==> config.mk <==
export PLATFORM = sky130hd
export DESIGN_NAME = pdp_port_regs
export DESIGN_NICKNAME = d
export VERILOG_FILES = /design/src/logic/pdp_pkg.sv /design/src/logic/pdp_sync_if.sv /design/src/logic/pdp_pin_sync.sv /design/src/logic/pdp_port_regs.sv
export SDC_FILE = /design/constraint.sdc
export NUM_CORES = 1
export LEC_CHECK = 0
export BUFFER_PORTS_ARGS = -buffer_cell sky130_fd_sc_hd__buf_2
export CAP_MARGIN = 20
export CORE_UTILIZATION = 54
export DETAILED_ROUTE_END_ITERATION = 6
export PLACE_DENSITY = 0.8
export SLEW_MARGIN = 5
export SYNTH_ARGS = -nofsm -noshare
export SYNTH_HDL_FRONTEND = slang
export SYNTH_HIERARCHICAL = 1
export SYNTH_SLANG_ARGS = --single-unit
==> constraint.sdc <==
create_clock -name sys_clk -period 2.28 [get_ports sys_clk]
set_input_delay 0.228 -clock sys_clk [delete_from_list [all_inputs] [get_ports sys_clk]]
set_output_delay 0.228 -clock sys_clk [all_outputs]
set_load 0.02 [all_outputs]
==> src/logic/pdp_pkg.sv <==
// Package for the port direction, pull-up and pin-mode block.
// Assumes registers are reached over Avalon-MM, one register per aligned word.
package pdp_pkg;
    // ==========================================
    // Register indices (byte address = 4 * index)
    localparam logic [15:0] IDX_SERIAL_CTRL = 16'hFF91;
    localparam logic [15:0] IDX_DISPLAY_CTL = 16'hFFC0;
    localparam logic [15:0] IDX_P4_MODE_TWO = 16'hFFC9;
    localparam logic [15:0] IDX_P3_MODE     = 16'hFFCA;
    localparam logic [15:0] IDX_P3_DATA     = 16'hFFD6;
    localparam logic [15:0] IDX_P4_DATA     = 16'hFFD7;
    localparam logic [15:0] IDX_P8_DATA     = 16'hFFDB;
    localparam logic [15:0] IDX_P9_DATA     = 16'hFFDC;
    localparam logic [15:0] IDX_P3_PULLUP   = 16'hFFE1;
    localparam logic [15:0] IDX_P3_DIR      = 16'hFFE6;
    localparam logic [15:0] IDX_P4_DIR      = 16'hFFE7;
    localparam logic [15:0] IDX_P8_DIR      = 16'hFFEB;
    localparam logic [15:0] IDX_P9_MODE     = 16'hFFEC;
    // ==========================================
    // Reset values
    localparam logic [7:0] RST_ZERO    = 8'h00;
    localparam logic [7:0] RST_P4_DATA = 8'hF8;
    localparam logic [7:0] RST_P4_DIR  = 8'hF8;
    localparam logic [7:0] RST_P9_DATA = 8'hFF;
    // ==========================================
    // Storable bits and bits that always read as one
    localparam logic [7:0] MASK_P3_PINS  = 8'hFE;
    localparam logic [7:0] MASK_P3_MODE  = 8'hC6;
    localparam logic [7:0] MASK_MODE_TWO = 8'h21;
    localparam logic [7:0] ONES_MODE_TWO = 8'hD8;
    localparam logic [7:0] MASK_P9_MODE  = 8'h0B;
    localparam logic [7:0] ONES_P9_MODE  = 8'hF0;
    localparam logic [7:0] MASK_SERIAL   = 8'h2C;
    localparam logic [7:0] ONES_SERIAL   = 8'hC0;
    localparam logic [7:0] MASK_P8       = 8'h01;
    localparam logic [7:0] READ_P3_DIR   = 8'hFE;
    localparam logic [7:0] READ_P4_DIR   = 8'hFF;
    localparam logic [7:0] READ_P8_DIR   = 8'h01;
    // ==========================================
    // Field positions
    localparam int BIT_PMOS_OFF  = 5;
    localparam int BIT_EXT_INTERRUPT0_PIN_SELECT_SEL  = 0;
    localparam int BIT_EXT_INTERRUPT0_PIN_SELECT_PIN  = 3;
    localparam int BIT_PMOS_PIN  = 5;
    localparam int BIT_PWM_OFF   = 3;
    localparam int BIT_SPC_SEL   = 5;
    localparam int BIT_TX_INV    = 3;
    localparam int BIT_RX_INV    = 2;
    localparam int SYNC_W        = 18;
endpackage : pdp_pkg

==> src/logic/pdp_sync_if.sv <==
// Interface carrying raw pin levels to the synchroniser and clean levels back.
// Assumes raw levels are asynchronous to sys_clk.
interface pdp_sync_if #(parameter int W = 18);
    logic [W-1:0] raw;
    logic [W-1:0] clean;
    modport syncer (input raw, output clean);
    modport user   (output raw, input clean);
endinterface : pdp_sync_if

==> src/logic/pdp_pin_sync.sv <==
// Three-stage pin synchroniser with agreement filter.
// Assumes sys_clk, synchronous active-low reset and a freezing clock enable.
module pdp_pin_sync (
    // Clock and reset
    input  wire logic   sys_clk,
    input  wire logic   rst_n,
    input  wire logic   clk_en,
    // Pins
    pdp_sync_if.syncer  pins
);
    // ==========================================
    // Stages
    localparam int W = $bits(pins.raw);
    logic [W-1:0] st1_reg, st2_reg, st3_reg, clean_reg;
    logic [W-1:0] st1_next, st2_next, st3_next, clean_next;

    // A change counts only once the second and third stages agree
    always_comb begin
        st1_next   = pins.raw;
        st2_next   = st1_reg;
        st3_next   = st2_reg;
        clean_next = clean_reg;
        for (int i = 0; i < W; i++) begin
            if (st2_reg[i] == st3_reg[i]) begin
                clean_next[i] = st3_reg[i];
            end
        end
    end

    always_ff @(posedge sys_clk) begin
        if (!rst_n) begin
            st1_reg   <= '0;
            st2_reg   <= '0;
            st3_reg   <= '0;
            clean_reg <= '0;
        end else if (clk_en) begin
            st1_reg   <= st1_next;
            st2_reg   <= st2_next;
            st3_reg   <= st3_next;
            clean_reg <= clean_next;
        end
    end

    assign pins.clean = clean_reg;
endmodule : pdp_pin_sync

==> src/logic/pdp_port_regs.sv <==
// Port direction, pull-up, pin-mode and serial inversion registers.
// Assumes an Avalon-MM master with waitrequest and pins asynchronous to sys_clk.
//
// Summary of operation
// - Direction bit one drives pin, zero inputs
// - Direction and data act only in general mode; port 9 data drives p9_out in every mode
// - First port direction reads ones in 7..1
// - Input pin pull-up follows pull-up bit
// - Single pin read: latch if output, else pin
// - Single pin active only for its segment code
// - Single pin direction reads one in bit 0
// - First port mode selects functions, reserved ignored
// - Mode two selects interrupt pin and PMOS off
// - Mode two bits 7,6,4,3 read one
// - Third port mode selects PWM pins
// - Serial control inverts receive and transmit data
// - First port read: latch if output, else pin
//
// Implementation choice: the Avalon-MM slave port.
module pdp_port_regs #(
    parameter logic [3:0] P8_GPIO_SEGMENT = 4'h0
) (
    // Clock, reset, enable
    input  wire logic        sys_clk,
    input  wire logic        rst_n,
    input  wire logic        clk_en,
    // Avalon-MM slave
    input  wire logic [17:0] avs_address,
    input  wire logic        avs_read,
    input  wire logic        avs_write,
    input  wire logic [31:0] avs_writedata,
    input  wire logic [3:0]  avs_byteenable,
    output logic      [31:0] avs_readdata,
    output logic             avs_waitrequest,
    // Port 3 pins
    input  wire logic [7:0]  p3_in,
    output logic      [7:0]  p3_out,
    output logic      [7:0]  p3_oe,
    output logic      [7:0]  p3_pullup_en,
    output logic      [7:0]  p3_alt_sel,
    output logic             p35_pmos_off,
    // Port 4 pins
    input  wire logic [7:0]  p4_in,
    output logic      [7:0]  p4_out,
    output logic      [7:0]  p4_oe,
    output logic             p4_ext_interrupt0_pin_select_sel,
    // Port 8 pin
    input  wire logic        p8_in,
    output logic             p8_out,
    output logic             p8_oe,
    // Port 9 pins
    output logic      [7:0]  p9_out,
    output logic      [1:0]  p9_pwm_sel,
    output logic             p9_pwm_drive_off,
    // Serial pins
    input  wire logic        serial_receive_pin,
    output logic             serial_transmit_pin,
    input  wire logic        sci_tx_data,
    output logic             sci_rx_data,
    output logic             serial_pin_function_select
);
    // ==========================================
    // Pin synchroniser
    pdp_sync_if #(.W(pdp_pkg::SYNC_W)) sync_bus ();
    assign sync_bus.raw = {serial_receive_pin, p8_in, p4_in, p3_in};
    pdp_pin_sync u_sync (
        .sys_clk (sys_clk),
        .rst_n   (rst_n),
        .clk_en  (clk_en),
        .pins    (sync_bus)
    );
    logic [7:0] p3_pin, p4_pin;
    logic       p8_pin, rx_pin;
    assign {rx_pin, p8_pin, p4_pin, p3_pin} = sync_bus.clean;

    function automatic logic [7:0] pdp_mix(input logic [7:0] dir, input logic [7:0] latch,
                                           input logic [7:0] pin);
        pdp_mix = (dir & latch) | (~dir & pin);
    endfunction : pdp_mix

    // ==========================================
    // Bus handshake: one wait cycle, then the answer
    logic        ack_reg, ack_next;
    logic [7:0]  rdata_reg, rdata_next, rd_val;
    logic [15:0] idx;
    logic        req, wr_commit;
    assign idx       = avs_address[17:2];
    assign req       = avs_read | avs_write;
    assign wr_commit = clk_en & avs_write & ack_reg & avs_byteenable[0];
    assign avs_waitrequest = req & ~(ack_reg & clk_en);
    assign avs_readdata    = {24'h000000, rdata_reg};

    always_comb begin
        ack_next   = req & ~ack_reg;
        rdata_next = (avs_read & ~ack_reg) ? rd_val : rdata_reg;
    end

    always_ff @(posedge sys_clk) begin
        if (!rst_n) begin
            ack_reg   <= 1'b0;
            rdata_reg <= 8'h00;
        end else if (clk_en) begin
            ack_reg   <= ack_next;
            rdata_reg <= rdata_next;
        end
    end

    // ==========================================
    // Register storage
    logic [7:0] p3_dir_reg, p3_data_reg, p3_pull_reg, p3_mode_reg;
    logic [7:0] p3_dir_next, p3_data_next, p3_pull_next, p3_mode_next;
    logic [7:0] p4_dir_reg, p4_data_reg, mode_two_reg, p9_data_reg, p9_mode_reg;
    logic [7:0] p4_dir_next, p4_data_next, mode_two_next, p9_data_next, p9_mode_next;
    logic [7:0] p8_dir_reg, p8_data_reg, disp_reg, serial_reg;
    logic [7:0] p8_dir_next, p8_data_next, disp_next, serial_next;
    logic [7:0] wd;
    assign wd = avs_writedata[7:0];

    // Reserved bits are masked off, so a stray one never reaches the pins
    always_comb begin
        p3_dir_next   = p3_dir_reg;
        p3_data_next  = p3_data_reg;
        p3_pull_next  = p3_pull_reg;
        p3_mode_next  = p3_mode_reg;
        p4_dir_next   = p4_dir_reg;
        p4_data_next  = p4_data_reg;
        mode_two_next = mode_two_reg;
        p9_data_next  = p9_data_reg;
        p9_mode_next  = p9_mode_reg;
        p8_dir_next   = p8_dir_reg;
        p8_data_next  = p8_data_reg;
        disp_next     = disp_reg;
        serial_next   = serial_reg;
        if (wr_commit) begin
            case (idx)
                pdp_pkg::IDX_P3_DIR:      p3_dir_next   = wd & pdp_pkg::MASK_P3_PINS;
                pdp_pkg::IDX_P3_DATA:     p3_data_next  = wd & pdp_pkg::MASK_P3_PINS;
                pdp_pkg::IDX_P3_PULLUP:   p3_pull_next  = wd & pdp_pkg::MASK_P3_PINS;
                pdp_pkg::IDX_P3_MODE:     p3_mode_next  = wd & pdp_pkg::MASK_P3_MODE;
                pdp_pkg::IDX_P4_DIR:      p4_dir_next   = wd;
                pdp_pkg::IDX_P4_DATA:     p4_data_next  = wd;
                pdp_pkg::IDX_P4_MODE_TWO: mode_two_next = wd & pdp_pkg::MASK_MODE_TWO;
                pdp_pkg::IDX_P9_DATA:     p9_data_next  = wd;
                pdp_pkg::IDX_P9_MODE:     p9_mode_next  = wd & pdp_pkg::MASK_P9_MODE;
                pdp_pkg::IDX_P8_DIR:      p8_dir_next   = wd & pdp_pkg::MASK_P8;
                pdp_pkg::IDX_P8_DATA:     p8_data_next  = wd & pdp_pkg::MASK_P8;
                pdp_pkg::IDX_DISPLAY_CTL: disp_next     = wd;
                pdp_pkg::IDX_SERIAL_CTRL: serial_next   = wd & pdp_pkg::MASK_SERIAL;
                default:                  p3_dir_next   = p3_dir_reg;
            endcase
        end
    end

    always_ff @(posedge sys_clk) begin
        if (!rst_n) begin
            p3_dir_reg   <= pdp_pkg::RST_ZERO;
            p3_data_reg  <= pdp_pkg::RST_ZERO;
            p3_pull_reg  <= pdp_pkg::RST_ZERO;
            p3_mode_reg  <= pdp_pkg::RST_ZERO;
            p4_dir_reg   <= pdp_pkg::RST_P4_DIR;
            p4_data_reg  <= pdp_pkg::RST_P4_DATA;
            mode_two_reg <= pdp_pkg::RST_ZERO;
            p9_data_reg  <= pdp_pkg::RST_P9_DATA;
            p9_mode_reg  <= pdp_pkg::RST_ZERO;
            p8_dir_reg   <= pdp_pkg::RST_ZERO;
            p8_data_reg  <= pdp_pkg::RST_ZERO;
            disp_reg     <= pdp_pkg::RST_ZERO;
            serial_reg   <= pdp_pkg::RST_ZERO;
        end else if (clk_en) begin
            p3_dir_reg   <= p3_dir_next;
            p3_data_reg  <= p3_data_next;
            p3_pull_reg  <= p3_pull_next;
            p3_mode_reg  <= p3_mode_next;
            p4_dir_reg   <= p4_dir_next;
            p4_data_reg  <= p4_data_next;
            mode_two_reg <= mode_two_next;
            p9_data_reg  <= p9_data_next;
            p9_mode_reg  <= p9_mode_next;
            p8_dir_reg   <= p8_dir_next;
            p8_data_reg  <= p8_data_next;
            disp_reg     <= disp_next;
            serial_reg   <= serial_next;
        end
    end

    // ==========================================
    // Read decode; write-only registers return fixed patterns
    always_comb begin
        case (idx)
            pdp_pkg::IDX_P3_DIR:      rd_val = pdp_pkg::READ_P3_DIR;
            pdp_pkg::IDX_P3_DATA:     rd_val = pdp_mix(p3_dir_reg, p3_data_reg, p3_pin)
                                               & pdp_pkg::MASK_P3_PINS;
            pdp_pkg::IDX_P3_PULLUP:   rd_val = p3_pull_reg;
            pdp_pkg::IDX_P3_MODE:     rd_val = p3_mode_reg;
            pdp_pkg::IDX_P4_DIR:      rd_val = pdp_pkg::READ_P4_DIR;
            pdp_pkg::IDX_P4_DATA:     rd_val = pdp_mix(p4_dir_reg, p4_data_reg, p4_pin);
            pdp_pkg::IDX_P4_MODE_TWO: rd_val = mode_two_reg | pdp_pkg::ONES_MODE_TWO;
            pdp_pkg::IDX_P9_DATA:     rd_val = p9_data_reg;
            pdp_pkg::IDX_P9_MODE:     rd_val = p9_mode_reg | pdp_pkg::ONES_P9_MODE;
            pdp_pkg::IDX_P8_DIR:      rd_val = pdp_pkg::READ_P8_DIR;
            pdp_pkg::IDX_P8_DATA:     rd_val = pdp_mix(p8_dir_reg, p8_data_reg,
                                                       {7'h00, p8_pin});
            pdp_pkg::IDX_DISPLAY_CTL: rd_val = disp_reg;
            pdp_pkg::IDX_SERIAL_CTRL: rd_val = serial_reg | pdp_pkg::ONES_SERIAL;
            default:                  rd_val = 8'h00;
        endcase
    end

    // ==========================================
    // Pin control
    logic [7:0] p4_gpio;
    logic       p8_gpio;
    assign p3_alt_sel   = p3_mode_reg;
    assign p3_oe        = p3_dir_reg & ~p3_mode_reg;
    assign p3_out       = p3_data_reg & ~p3_mode_reg;
    assign p3_pullup_en = p3_pull_reg & ~p3_dir_reg;
    assign p35_pmos_off = mode_two_reg[pdp_pkg::BIT_PMOS_OFF];
    assign p4_ext_interrupt0_pin_select_sel  = mode_two_reg[pdp_pkg::BIT_EXT_INTERRUPT0_PIN_SELECT_SEL];
    // Interrupt input takes the pin away from the port
    assign p4_gpio      = ~({7'h00, p4_ext_interrupt0_pin_select_sel} << pdp_pkg::BIT_EXT_INTERRUPT0_PIN_SELECT_PIN);
    assign p4_oe        = p4_dir_reg & p4_gpio;
    assign p4_out       = p4_data_reg & p4_gpio;
    assign p8_gpio      = (disp_reg[3:0] == P8_GPIO_SEGMENT);
    assign p8_oe        = p8_dir_reg[0] & p8_gpio;
    assign p8_out       = p8_data_reg[0] & p8_gpio;
    assign p9_out       = p9_data_reg;
    assign p9_pwm_sel   = p9_mode_reg[1:0];
    assign p9_pwm_drive_off          = p9_mode_reg[pdp_pkg::BIT_PWM_OFF];
    assign serial_pin_function_select = serial_reg[pdp_pkg::BIT_SPC_SEL];

    // ==========================================
    // Serial inversion, registered so the pin never glitches on a write
    logic tx_reg, tx_next, rx_reg, rx_next;
    always_comb begin
        tx_next = sci_tx_data ^ serial_reg[pdp_pkg::BIT_TX_INV];
        rx_next = rx_pin ^ serial_reg[pdp_pkg::BIT_RX_INV];
    end

    always_ff @(posedge sys_clk) begin
        if (!rst_n) begin
            tx_reg <= 1'b0;
            rx_reg <= 1'b0;
        end else if (clk_en) begin
            tx_reg <= tx_next;
            rx_reg <= rx_next;
        end
    end
    assign serial_transmit_pin = tx_reg;
    assign sci_rx_data         = rx_reg;
endmodule : pdp_port_regs

==> load_flow_metrics.sql <==
INSERT INTO impl_metrics (metric_group, metric, value, unit) VALUES
('run_status', 'run_status', 'complete, no violations', ''),
('worst_setup_path', 'worstPathRequired', '2590', 'ps'),
('clock_tree', 'cts_root_buf', 'sky130_fd_sc_hd__clkbuf_16', ''),
('timing', 'post-route-period-util', '80.5', '%'),
('routing', 'detail_route.wirelength', '17.3', 'mm'),
('pwr', 'clockPowerShare', '49.1', '%'),
('placed_design', 'place.detailed.hpwl', '12.1', 'mm'),
('routing', 'antenna_left', '0', ''),
('yosys', 'synth_area_per_cell', '9.35', 'um2'),
('routing', 'via_count', '5862', ''),
('pwr', 'p_leak', '0.00357', 'uW'),
('clock_tree', 'h-tree-depth', '4', ''),
('worst_setup_path', 'crit_path_max_fanout', '11', ''),
('timing', 'rsz_0062_raised_after_global_routing', 'false', ''),
('worst_setup_path', 'ff2ff_path_depth', '6', ''),
('clock_tree', 'cts_hold_repair.buffers', '0', ''),
('final_layout', 'final_core_util', '63.6', '%'),
('routing', 'dr.first_iter.drc_count', '527', ''),
('final_layout', 'post_route_cells_drive_above_1_share', '27.0', '%'),
('timing', 'maxSlewViolCount', '0', ''),
('final_layout', 'final-seq-area', '0.00292', 'mm2'),
('floorplanning', 'core', '0.0132', 'mm2'),
('final_layout', 'multi_input_area', '0.00369', 'mm2'),
('timing', 'max_freq', '545', 'MHz'),
('clock_tree', 'cts.repair.resized', '0', ''),
('worst_setup_path', 'worst_setup_path_start_kind', 'input pin', ''),
('clock_tree', 'cts_tree', 'built', ''),
('hold_path', 'class_of_the_tightest_hold_or_removal_check', 'input pin to register', ''),
('timing', 'finalHoldViolCount', '0', ''),
('clock_tree', 'path_clk_slew', '60', 'ps'),
('global_routing', 'global_route.usage.total', '25.4', '%'),
('floorplanning', 'die_height', '118', 'um'),
('pwr', 'internal-power', '4590', 'uW'),
('final_layout', 'most-common-layout-cells', 'sky130_fd_sc_hd__dfxtp_1, sky130_fd_sc_hd__buf_2, sky130_fd_sc_hd__nor2_1, sky130_fd_sc_hd__mux2i_1, sky130_fd_sc_hd__nand2_1', ''),
('timing', 'final_skew', '8.00', 'ps'),
('worst_setup_path', 'critPathKind', 'input pin to register', ''),
('worst_setup_path', 'crit_start', 'avs_address[3]', ''),
('floorplanning', 'placement_rows', '42', ''),
('pwr', 'p_switching', '1310', 'uW'),
('pwr', 'maximum_vdd_drop', '602', 'uV'),
('final_layout', 'num-fill-cells', '1130', ''),
('worst_setup_path', 'nature_of_the_critical_path_endpoint', 'register', ''),
('global_routing', 'antenna_found_initial', '0', ''),
('global_routing', 'overflow', '0', ''),
('clock_tree', 'cts_sinks', '146', ''),
('global_routing', 'global_route_wire_length_before_repair', '27.8', 'mm'),
('final_layout', 'final_common_cell', 'sky130_fd_sc_hd__dfxtp_1', ''),
('final_layout', 'num_antenna_cells', '0', ''),
('timing', 'tns', '0', 'ps'),
('clock_tree', 'max-clock-path-buffers', '2', ''),
('global_routing', 'via_count_of_the_first_global_routing_pass', '5540', ''),
('global_routing', 'grt_start_max_net_pins', '90', ''),
('placed_design', 'place.gp.congestion', '0.914', ''),
('job', 'max_cap_viol_count', '0', ''),
('routing', 'detail_route.vias_per_cell', '5.52', ''),
('clock_tree', 'tritoncts_buffer_count', '17', ''),
('timing', 'setup_viol', '0', ''),
('floorplanning', 'effective_utilization_at_floorplan', '55.1', '%'),
('pwr', 'comb_power_share', '6.5', '%'),
('floorplanning', 'die_width', '118', 'um'),
('hold_path', 'hold_path.startpoint', 'p4_in[6]', ''),
('yosys', 'syn_area', '0.00727', 'mm2'),
('timing', 'max_slew.worst_pin.slew', '610', 'ps'),
('routing', 'drt_drc_violations_left', '0', ''),
('yosys', 'netlist_instances', '777', ''),
('hold_path', 'worstHoldPathCells', '3', ''),
('clock_tree', 'insertion_delay', '410', 'ps'),
('worst_setup_path', 'r2r-start', 'ack_reg', ''),
('yosys', 'ys_warn_count', '6', ''),
('timing', 'post-route-min-period', '1840', 'ps'),
('final_layout', 'flow.area_growth_from_synthesis', '15.4', '%'),
('pwr', 'pwr-share-seq', '44.4', '%'),
('floorplanning', 'die-area', '0.0139', 'mm2'),
('pwr', 'swShare', '22.2', '%'),
('final_layout', 'nNetsFinal', '951', ''),
('floorplanning', 'io-pin-count', '177', ''),
('pwr', 'cellPowerDensity', '704', 'mW/mm2'),
('worst_setup_path', 'arrival', '2150', 'ps'),
('timing', 'timing.slew.headroom', '58.9', '%'),
('placed_design', 'portBuffers', '115', ''),
('routing', 'detailedRoute.firstPassIterationCount', '7', ''),
('clock_tree', 'setup_fix_buffers_added_after_clock_tree_synthesis', '0', ''),
('routing', 'wl_per_cell', '16.3', 'um');
## metrics by stage
step / hold slack [ps] / instances / cell area [um2] / setup slack (ps) / power (uW)
2_1_floorplan: 352 / 807 / 7380 / 284 / 3000
3_3_place_gp: 441 / 1030 / 7760 / 140 / 3050
3_5_place_dp: 444 / 1030 / 7760 / 115 / 3050
4_1_cts: 41.3 / 1062 / 8390 / 441 / 5920
5_1_grt: 52.4 / 1062 / 8390 / 349 / 6080
6_report: 50.3 / 1062 / 8390 / 444 / 5900
## worst max-delay path, cell delays in order
cell and delay (ps):
sky130_fd_sc_hd__buf_2 170, sky130_fd_sc_hd__or4_4 560, sky130_fd_sc_hd__or4_4 460, sky130_fd_sc_hd__nor2_2 190, sky130_fd_sc_hd__nand2_1 90, sky130_fd_sc_hd__and4_4 190
sky130_fd_sc_hd__a221oi_2 260
## metal layers
metal / vias to the layer above / wire [um] / GRT usage [%] / part of all wire [%]
met1: 2776 / 7550 / 32.3 / 44
met2: 229 / 8130 / 41.1 / 47
met4: 0 / 523 / 10.3 / 3.0
li1: 2824 / - / - / -
met5: - / 0 / 0 / 0
met3: 33 / 1110 / 6.25 / 6.4
## final cells by class
class	count	share of cell area (%)
inverters	19	0.880
well taps	176	2.63
clock inverters	8	1.48
multi-input cells	541	44.0
repair buffers	148	10.1
flip-flops and latches	146	34.9
clock buffers	24	5.98
## path summary, 6_finish.rpt
kind / end / slack [ps]
setup / recovery: rdata_reg[0] / 440
hold / removal: u_sync/st1_reg[14] / 50
setup reg to reg: p4_data_reg[2] / 490
hold reg to reg: disp_reg[6] / 450
## power by group through the flow
stage	Combinational, uW	Clock, uW	Sequential, uW
2_1_floorplan	336	0	2670
3_3_place_gp	375	0	2670
3_5_place_dp	381	0	2670
4_1_cts	384	2920	2620
5_1_grt	416	3050	2620
6_report	385	2900	2620
(Power assumes the default switching activity.)
